## src/frr_regs.vh

```
// Register offsets, function codes, limits, CRC constants and timing counts of the result bank.
`ifndef FRR_REGS_VH
`define FRR_REGS_VH
`define FRR_FC_READ_HOLD     8'h03
`define FRR_FC_READ_INPUT    8'h04
`define FRR_FC_EXC_FUNC      8'h01
`define FRR_FC_EXC_ADDR      8'h02
`define FRR_FC_ERR_BIT       8'h80
`define FRR_ADDR_VELOCITY    16'h0001
`define FRR_ADDR_LEVEL       16'h0002
`define FRR_ADDR_AIR_GAP     16'h0003
`define FRR_ADDR_INST_FLOW   16'h0004
`define FRR_ADDR_VOL_HI      16'h0005
`define FRR_ADDR_VOL_MID     16'h0006
`define FRR_ADDR_VOL_LO      16'h0007
`define FRR_ADDR_VEL_SIGNAL  16'h0008
`define FRR_ADDR_LVL_SIGNAL  16'h0009
`define FRR_ADDR_DIRECTION   16'h000a
`define FRR_ADDR_IN_FAULT    16'h000b
`define FRR_ADDR_IN_TILT     16'h000c
`define FRR_ADDR_IN_SUPPLY   16'h000d
`define FRR_ADDR_IN_VERSION  16'h000e
`define FRR_ADDR_IN_LFLOW_HI 16'h000f
`define FRR_ADDR_IN_LFLOW_LO 16'h0010
`define FRR_ADDR_HOLD_FAULT  16'h0021
`define FRR_ADDR_HOLD_TILT   16'h0022
`define FRR_ADDR_HOLD_SUPPLY 16'h0023
`define FRR_DIR_REVERSE      16'h0000
`define FRR_DIR_FORWARD      16'h0001
`define FRR_SMALL_FLOW_MAX   32'h0000ffff
`define FRR_BYTE_COUNT_ONE   8'h02
`define FRR_MAX_QTY          16'h007d
`define FRR_CRC_INIT         16'hffff
`define FRR_CRC_POLY         16'ha001
`define FRR_CLK_HZ           125000000
`define FRR_SETTLE_STRONG_S  30
`define FRR_SETTLE_WEAK_S    120
`define FRR_SETTLE_STRONG_CYC (`FRR_SETTLE_STRONG_S * `FRR_CLK_HZ)
`define FRR_SETTLE_WEAK_CYC   (`FRR_SETTLE_WEAK_S * `FRR_CLK_HZ)
`define FRR_TICK_MS_CYC      (`FRR_CLK_HZ / 1000)
`endif

```

## src/frr_result_bank.v

```verilog
// Result register bank with request decoder, reply byte stream and sleep extrapolation.
`timescale 1ns/1ps
`default_nettype none
`include "frr_regs.vh"
module frr_result_bank #(
    parameter [15:0] FIRMWARE_VERSION = 16'h0100,
    parameter [31:0] SETTLE_CYC       = `FRR_SETTLE_STRONG_CYC,
    parameter [31:0] MS_TICK_CYC      = `FRR_TICK_MS_CYC
) (
    input  wire        i_sys_clk,
    input  wire        i_sys_rst,
    input  wire        i_req_valid,
    input  wire [7:0]  i_req_slave_addr,
    input  wire [7:0]  i_req_func,
    input  wire [15:0] i_req_start,
    input  wire [15:0] i_req_qty,
    input  wire        i_meas_valid,
    input  wire [15:0] i_meas_velocity,
    input  wire [15:0] i_meas_level,
    input  wire [15:0] i_meas_air_gap,
    input  wire [31:0] i_meas_flow,
    input  wire [15:0] i_meas_vel_signal,
    input  wire        i_meas_forward,
    input  wire [15:0] i_meas_fault,
    input  wire [15:0] i_meas_tilt,
    input  wire [15:0] i_meas_supply,
    input  wire [15:0] i_sleep_seconds,
    input  wire        i_sleep_request,
    input  wire        i_clear_volume,
    input  wire        i_tx_ready,
    output reg         o_req_ready,
    output reg         o_tx_valid,
    output reg  [7:0]  o_tx_byte,
    output reg         o_tx_last,
    output reg         o_meas_start,
    output reg         o_sleeping,
    output reg         o_settled
);
    localparam [2:0] ST_IDLE = 3'h0;
    localparam [2:0] ST_HEAD = 3'h1;
    localparam [2:0] ST_DATA = 3'h2;
    localparam [2:0] ST_CRC  = 3'h3;
    localparam [1:0] SL_AWAKE = 2'h0;
    localparam [1:0] SL_FRESH = 2'h1;
    localparam [1:0] SL_DOZE  = 2'h2;
    localparam [1:0] SL_WAKE  = 2'h3;

    reg  [15:0] velocity;
    reg  [15:0] level;
    reg  [15:0] air_gap;
    reg  [31:0] large_flow;
    reg  [47:0] volume;
    reg  [15:0] vel_signal;
    reg  [15:0] direction;
    reg  [15:0] fault;
    reg  [15:0] tilt;
    reg  [15:0] supply;
    reg  [15:0] small_flow;
    reg  [2:0]  state;
    reg  [1:0]  head_idx;
    reg  [7:0]  fc;
    reg  [7:0]  slave;
    reg  [15:0] addr;
    reg  [15:0] remain;
    reg         lo_byte;
    reg         err_reply;
    reg  [7:0]  err_code;
    reg  [15:0] crc;
    reg  [15:0] snap [0:35];
    reg  [1:0]  sl_state;
    reg  [15:0] sleep_len;
    reg  [15:0] sec_left;
    reg  [9:0]  ms_count;
    reg  [31:0] tick;
    reg  [31:0] settle_cnt;
    reg  [15:0] word;
    reg  [7:0]  next_byte;
    reg  [15:0] next_crc;
    reg         word_ok;
    wire        sending;
    integer     k;
    integer     j;

    assign sending = o_tx_valid && i_tx_ready;

    // Address decode over the frozen image; unmapped words flag an error.
    always @*
    begin
        word_ok = 1'b0;
        word    = 16'h0000;
        if (fc == `FRR_FC_READ_INPUT && addr >= `FRR_ADDR_VELOCITY &&
            addr <= `FRR_ADDR_IN_LFLOW_LO)
        begin
            word_ok = 1'b1;
            word    = snap[addr[5:0]];
        end
        else if (fc == `FRR_FC_READ_HOLD && ((addr >= `FRR_ADDR_VELOCITY &&
                 addr <= `FRR_ADDR_DIRECTION) || (addr >= `FRR_ADDR_HOLD_FAULT &&
                 addr <= `FRR_ADDR_HOLD_SUPPLY)))
        begin
            word_ok = 1'b1;
            word    = snap[addr[5:0]];
        end
    end

    // Byte about to be sent in the current state.
    always @*
    begin
        next_byte = 8'h00;
        case (state)
            ST_HEAD:
            begin
                case (head_idx)
                    2'h0:    next_byte = slave;
                    2'h1:    next_byte = err_reply ? (fc | `FRR_FC_ERR_BIT) : fc;
                    default: next_byte = err_reply ? err_code : remain[6:0] * 8'h02;
                endcase
            end
            ST_DATA: next_byte = lo_byte ? word[7:0] : word[15:8];
            ST_CRC:  next_byte = lo_byte ? crc[15:8] : crc[7:0];
            default: next_byte = 8'h00;
        endcase
    end

    always @*
    begin
        next_crc = crc ^ {8'h00, next_byte};
        for (k = 0; k < 8; k = k + 1)
        begin
            next_crc = next_crc[0] ? ((next_crc >> 1) ^ `FRR_CRC_POLY) : (next_crc >> 1);
        end
    end

    // Live measurement registers and sleep sequencing.
    always @(posedge i_sys_clk or posedge i_sys_rst)
    begin
        if (i_sys_rst)
        begin
            velocity     <= 16'h0000;
            level        <= 16'h0000;
            air_gap      <= 16'h0000;
            large_flow   <= 32'h00000000;
            volume       <= 48'h000000000000;
            vel_signal   <= 16'h0000;
            direction    <= `FRR_DIR_REVERSE;
            fault        <= 16'h0000;
            tilt         <= 16'h0000;
            supply       <= 16'h0000;
            small_flow   <= 16'h0000;
            sl_state     <= SL_AWAKE;
            sleep_len    <= 16'h0000;
            sec_left     <= 16'h0000;
            ms_count     <= 10'h000;
            tick         <= 32'h00000000;
            settle_cnt   <= 32'h00000000;
            o_meas_start <= 1'b0;
            o_sleeping   <= 1'b0;
            o_settled    <= 1'b0;
        end
        else
        begin
            o_meas_start <= 1'b0;
            if (settle_cnt >= SETTLE_CYC)
            begin
                o_settled <= 1'b1;
            end
            else if (sl_state == SL_AWAKE)
            begin
                settle_cnt <= settle_cnt + 32'h00000001;
            end
            if (i_meas_valid && sl_state != SL_DOZE)
            begin
                velocity   <= i_meas_velocity;
                level      <= i_meas_level;
                air_gap    <= i_meas_air_gap;
                large_flow <= i_meas_flow;
                vel_signal <= i_meas_vel_signal;
                direction  <= i_meas_forward ? `FRR_DIR_FORWARD : `FRR_DIR_REVERSE;
                fault      <= i_meas_fault;
                tilt       <= i_meas_tilt;
                supply     <= i_meas_supply;
                small_flow <= (i_meas_flow > `FRR_SMALL_FLOW_MAX) ? 16'hffff
                                                                   : i_meas_flow[15:0];
            end
            if (i_clear_volume)
            begin
                volume <= 48'h000000000000;
            end
            case (sl_state)
                SL_AWAKE:
                begin
                    if (i_sleep_request && i_sleep_seconds != 16'h0000)
                    begin
                        sleep_len    <= i_sleep_seconds;
                        sl_state     <= SL_FRESH;
                        o_meas_start <= 1'b1;
                    end
                end
                SL_FRESH:
                begin
                    if (i_meas_valid)
                    begin
                        sl_state   <= SL_DOZE;
                        o_sleeping <= 1'b1;
                        sec_left   <= sleep_len;
                        ms_count   <= 10'h000;
                        tick       <= 32'h00000000;
                    end
                end
                SL_DOZE:
                begin
                    if (tick + 32'h00000001 >= MS_TICK_CYC)
                    begin
                        tick <= 32'h00000000;
                        if (ms_count == 10'h3e7)
                        begin
                            ms_count <= 10'h000;
                            sec_left <= sec_left - 16'h0001;
                        end
                        else
                        begin
                            ms_count <= ms_count + 10'h001;
                        end
                    end
                    else
                    begin
                        tick <= tick + 32'h00000001;
                    end
                    if (sec_left == 16'h0000)
                    begin
                        sl_state     <= SL_WAKE;
                        o_sleeping   <= 1'b0;
                        o_meas_start <= 1'b1;
                    end
                end
                default:
                begin
                    if (i_meas_valid)
                    begin
                        volume   <= i_clear_volume ? 48'h000000000000 :
                                    volume + (i_meas_flow * {16'h0000, sleep_len});
                        sl_state <= SL_AWAKE;
                    end
                end
            endcase
        end
    end

    // Reply sequencer: snapshot on accept keeps every word of one reply coherent.
    always @(posedge i_sys_clk or posedge i_sys_rst)
    begin
        if (i_sys_rst)
        begin
            state       <= ST_IDLE;
            head_idx    <= 2'h0;
            fc          <= 8'h00;
            slave       <= 8'h00;
            addr        <= 16'h0000;
            remain      <= 16'h0000;
            lo_byte     <= 1'b0;
            err_reply   <= 1'b0;
            err_code    <= 8'h00;
            crc         <= `FRR_CRC_INIT;
            o_req_ready <= 1'b0;
            o_tx_valid  <= 1'b0;
            o_tx_byte   <= 8'h00;
            o_tx_last   <= 1'b0;
            for (j = 0; j < 36; j = j + 1)
            begin
                snap[j] <= 16'h0000;
            end
        end
        else
        begin
            case (state)
                ST_IDLE:
                begin
                    o_req_ready <= 1'b1;
                    if (i_req_valid && o_req_ready)
                    begin
                        o_req_ready <= 1'b0;
                        slave       <= i_req_slave_addr;
                        fc          <= i_req_func;
                        addr        <= i_req_start;
                        remain      <= i_req_qty;
                        head_idx    <= 2'h0;
                        crc         <= `FRR_CRC_INIT;
                        lo_byte     <= 1'b0;
                        state       <= ST_HEAD;
                        err_reply   <= 1'b0;
                        if (i_req_func != `FRR_FC_READ_HOLD &&
                            i_req_func != `FRR_FC_READ_INPUT)
                        begin
                            err_reply <= 1'b1;
                            err_code  <= `FRR_FC_EXC_FUNC;
                        end
                        else if (i_req_qty == 16'h0000 || i_req_qty > `FRR_MAX_QTY)
                        begin
                            err_reply <= 1'b1;
                            err_code  <= `FRR_FC_EXC_ADDR;
                        end
                        for (j = 0; j < 36; j = j + 1)
                        begin
                            snap[j] <= 16'h0000;
                        end
                        snap[1]  <= velocity;
                        snap[2]  <= level;
                        snap[3]  <= air_gap;
                        snap[4]  <= small_flow;
                        snap[5]  <= volume[47:32];
                        snap[6]  <= volume[31:16];
                        snap[7]  <= volume[15:0];
                        snap[8]  <= vel_signal;
                        snap[9]  <= 16'h0000;
                        snap[10] <= direction;
                        snap[11] <= fault;
                        snap[12] <= tilt;
                        snap[13] <= supply;
                        snap[14] <= {FIRMWARE_VERSION[15:8], FIRMWARE_VERSION[7:0]};
                        snap[15] <= large_flow[31:16];
                        snap[16] <= large_flow[15:0];
                        snap[33] <= 16'h0000;
                        snap[34] <= tilt;
                        snap[35] <= supply;
                    end
                end
                ST_HEAD:
                begin
                    // The header byte stands until taken; the state moves on only after that.
                    if (!o_tx_valid)
                    begin
                        o_tx_valid <= 1'b1;
                        o_tx_byte  <= next_byte;
                        crc        <= next_crc;
                    end
                    else if (sending)
                    begin
                        o_tx_valid <= 1'b0;
                        head_idx   <= head_idx + 2'h1;
                        if (head_idx == 2'h2)
                        begin
                            state <= err_reply ? ST_CRC : ST_DATA;
                        end
                    end
                end
                ST_DATA:
                begin
                    if (!o_tx_valid)
                    begin
                        o_tx_valid <= 1'b1;
                        o_tx_byte  <= word_ok ? next_byte : 8'h00;
                        crc        <= word_ok ? next_crc : crc;
                        if (!word_ok && !lo_byte)
                        begin
                            err_reply <= 1'b1;
                            err_code  <= `FRR_FC_EXC_ADDR;
                        end
                    end
                    else if (sending)
                    begin
                        o_tx_valid <= 1'b0;
                        lo_byte    <= ~lo_byte;
                        if (lo_byte)
                        begin
                            addr   <= addr + 16'h0001;
                            remain <= remain - 16'h0001;
                            if (remain == 16'h0001)
                            begin
                                state <= ST_CRC;
                            end
                        end
                    end
                end
                ST_CRC:
                begin
                    if (!o_tx_valid)
                    begin
                        o_tx_valid <= 1'b1;
                        o_tx_byte  <= next_byte;
                        o_tx_last  <= lo_byte;
                    end
                    else if (sending)
                    begin
                        o_tx_valid <= 1'b0;
                        o_tx_last  <= 1'b0;
                        lo_byte    <= ~lo_byte;
                        if (lo_byte)
                        begin
                            state <= ST_IDLE;
                        end
                    end
                end
                default: state <= ST_IDLE;
            endcase
        end
    end
endmodule // frr_result_bank
`default_nettype wire

```

## config.mk

```make
export PLATFORM = sky130hd
export DESIGN_NAME = frr_result_bank
export DESIGN_NICKNAME = d
export VERILOG_FILES = /design/src/frr_result_bank.v
export VERILOG_INCLUDE_DIRS = /design/src /design/src/src
export SDC_FILE = /design/constraint.sdc
export NUM_CORES = 2
export LEC_CHECK = 0
export BUFFER_PORTS_ARGS = -buffer_cell sky130_fd_sc_hd__buf_4
export CAP_MARGIN = 20
export CORE_MARGIN = 1
export CORE_UTILIZATION = 55
export DETAILED_ROUTE_END_ITERATION = 16
export PLACE_DENSITY_LB_ADDON = 0.1
export SYNTH_ARGS = -nofsm -noshare
export SYNTH_HDL_FRONTEND = slang
export SYNTH_SLANG_ARGS = --single-unit
```

## constraint.sdc

```tcl
create_clock -name i_sys_clk -period 47.5 [get_ports i_sys_clk]
set_input_delay 4.75 -clock i_sys_clk [delete_from_list [all_inputs] [get_ports i_sys_clk]]
set_output_delay 4.75 -clock i_sys_clk [all_outputs]
set_load 0.01 [all_outputs]
```

==> run metrics <==
status=completed; DRC Markers=0; area of the multi-input gates=0.0269 mm^2; fin area=0.0505 mm^2; Mapped Nets=5,701; Crit Path Class=primary input to flip-flop; Setup Fix Bufs, Post-CTS=0; area grow syn2layout=10.1%; Die W=about 290 um; Final Hold Vio Count=0; RSZ-0062 raised after global routing=no; # clock sinks=613; CP delay by family, top=adder cells; Slowest-stage cell, CP=a2111oi_0; crit path buf inv count=5; initial antenna violation count=1; ranking of synthesized cells by area=dfrtp_1, fa_1, nand2_1; Max-cap violations=0; fill count=7,107; top cells by count, synth=nand2_1, inv_1, dfrtp_1, fa_1, mux2_2; syn_area_per_cell=9.39 um^2; drt first pass iters=6; most frequent CP cell=fa_1; CTS clk-pin slew, worst paths=0.06 ns; fin nets=5,764; CP Launch Type=primary input; Crit. End Element=flip-flop; minimum clock period=~11 ns; pin count of the biggest net entering global routing=180; worst-path cell chain=buf_4 > and2_1 > fa_1 > inv_1 > fa_1 > fa_1 > inv_1 > fa_1 > fa_1 > inv_1 > fa_1 > inv_1 > ha_1 > a21o_1 > a21oi_1 > o21bai_1 > a311o_1 > a221o_1 > and2_1 > or2_2 > a2111oi_0 > nor3_1 > o31a_1 > nor3_1; # port buffers=229; number of buffers created by CTS=69; vias in the first global route=35,500; FFs w/ async S/R, synth=100%; 1st-iter DRT viols=2,533; row cnt=105; TritonCTS clock tree=yes; Synth top area share=32.6%; worst path required time=48.02 ns; clk buf depth=3; # IOs=230; grt total ovfl=0; mapped cell area=between 0.04 and 0.05 mm^2; register area share after synthesis=33.5%; Slew Limit Fails=0; Gate Count Post-Synth=4,882; number of flops mapped to enable cells by yosys=0; Crit Path Max Fanout=18; DRT Wirelength=126 mm; period utilization=approximately a quarter; HP Class=flip-flop to flip-flop; CTS root buf=clkbuf_16; cell with the most instances after synthesis=nand2_1; relative slew slack=26.8%; Main synth FF type=dfrtp_1; via count=between 30,000 and 40,000; Die Y-Extent=around 290 um; FF+latch count, synth=613; CP arrival=11.99 ns; final setup fails=0; Post-Route Skew=0.0251 ns; gp weighted congestion=between 0.9 and 1; Yosys cell types=81; first-pass GRT wire length=202 mm; yosys warns=0; worst slew pin tran=around 1.1 ns; dpl hpwl=92.1 mm; share of cells above drive strength 1=13.8%; Worst-Skew Late Latency=0.62 ns; antenna-violating nets left=0; Hold Buf Count CTS=0; Core ar.=0.0822 mm^2; overall routing resource usage=30.8%; Synth area leader=dfrtp_1; critical path's largest stage delay=between 0.7 and 0.8 ns; post-cts resize count=0; setup TNS=0 ns; CTS H-tree lvls=3; Reg area=0.0154 mm^2; Starting Density=55.8%; Die ar.=roughly 0.085 mm^2; Vias/cell=5.68; Wirelength per Cell=20.8 um; max frequency=0.0872 GHz; post-placement cell area=0.0482 mm^2
worst reg2reg max path, stage by stage (launching register included):
cell,delay [ns]
dfrtp_1,0.66
buf_4,0.40
and2_1,0.22
fa_1,0.45
fa_1,0.56
fa_1,0.53
fa_1,0.52
fa_1,0.57
inv_1,0.06
fa_1,0.55
inv_1,0.05
ha_1,0.38
a21o_1,0.21
a21oi_1,0.14
o21bai_1,0.12
a311o_1,0.40
a221o_1,0.32
and2_1,0.19
or2_2,0.33
a2111oi_0,0.75
nor3_1,0.17
o31a_1,0.28
nor3_1,0.16
cell type report:
type	count	area share, %
Sequential cell	613	30.4
Tap cell	1070	2.65
Antenna cell	1	0.00496
Timing Repair Buffer	270	4.08
Multi-Input combinational cell	3309	53.3
Clock inverter	29	0.612
Clock buffer	97	3.85
Inverter	682	5.08
worst paths after layout:
path / to / slack [ns] / start / depth (start not counted)
hold reg to reg: settle_cnt[14]$_DFFE_PP0P_ / 0.46 / settle_cnt[14]$_DFFE_PP0P_ / 1
setup reg to reg: volume[47]$_DFF_PP0_ / 39.41 / sleep_len[14]$_DFFE_PP0P_ / 22
min in group asynchronous: addr[14]$_DFFE_PP0P_ / 4.31 / i_sys_rst / 2
setup / recovery: volume[47]$_DFF_PP0_ / 36.03 / i_meas_flow[20] / 24
max in group asynchronous: sleep_len[12]$_DFFE_PP0P_ / 40.88 / i_sys_rst / 4
hold / removal: settle_cnt[14]$_DFFE_PP0P_ / 0.46 / settle_cnt[14]$_DFFE_PP0P_ / 1
sequential cells by signal, summed over array words and instances, names as in the netlist, 32 cells and up:
name,count
snap,210
volume,48
large_flow,32
settle_cnt,32
tick,32
metal layers:
metal	global-route usage, %	wire length [um]
met1	40.9	53000
met2	51.5	62000
met3	3.55	6080
met4	12.6	5350
met5	0	0
cell usage in the layout, fill, tap and decap left out, types with 35 or more instances in the layout:
master,Yosys,final
a21oi_1,188,187
a221oi_1,35,35
and2_1,219,218
buf_4,4,268
clkbuf_16,0,70
dfrtp_1,597,591
fa_1,465,465
ha_1,138,137
inv_1,682,681
mux2_2,252,252
nand2_1,1006,1004
nand3_1,95,94
nor2_1,119,119
nor3_1,52,52
o21ai_0,170,170
xnor2_1,74,74
metrics by stage:
step | utilization [%] | setup WS, ns | instances | hold slack, ns
floorplan | - | 25.61 | 4882 | 0.434
global placement | 58.6 | 35.61 | 5943 | 0.449
detailed placement | 58.6 | 35.41 | 5943 | 0.454
CTS | 61.4 | 36.05 | 6069 | 0.469
global route | 61.4 | 35.63 | 6071 | 0.481
finish | 61.4 | 36.03 | 6071 | 0.464
logic make-up (layout without fill, tap and decap cells):
group / Yosys count / count (layout) / share of synthesized area, %
flops: 613 / 613 / 33.5
mux: 291 / 291 / 7.15
other cells: 0 / 1 / 0
fa+ha+maj: 603 / 603 / 24.1
xor+xnor: 101 / 101 / 1.99
compound gates: 640 / 640 / 8.82
simple gates: 1674 / 1674 / 16.5
buf+inv: 960 / 1078 / 7.97
Power is left out: the tool's default activity adds up to more than one toggle a clock period on the data nets, which glitch-free logic cannot reach.
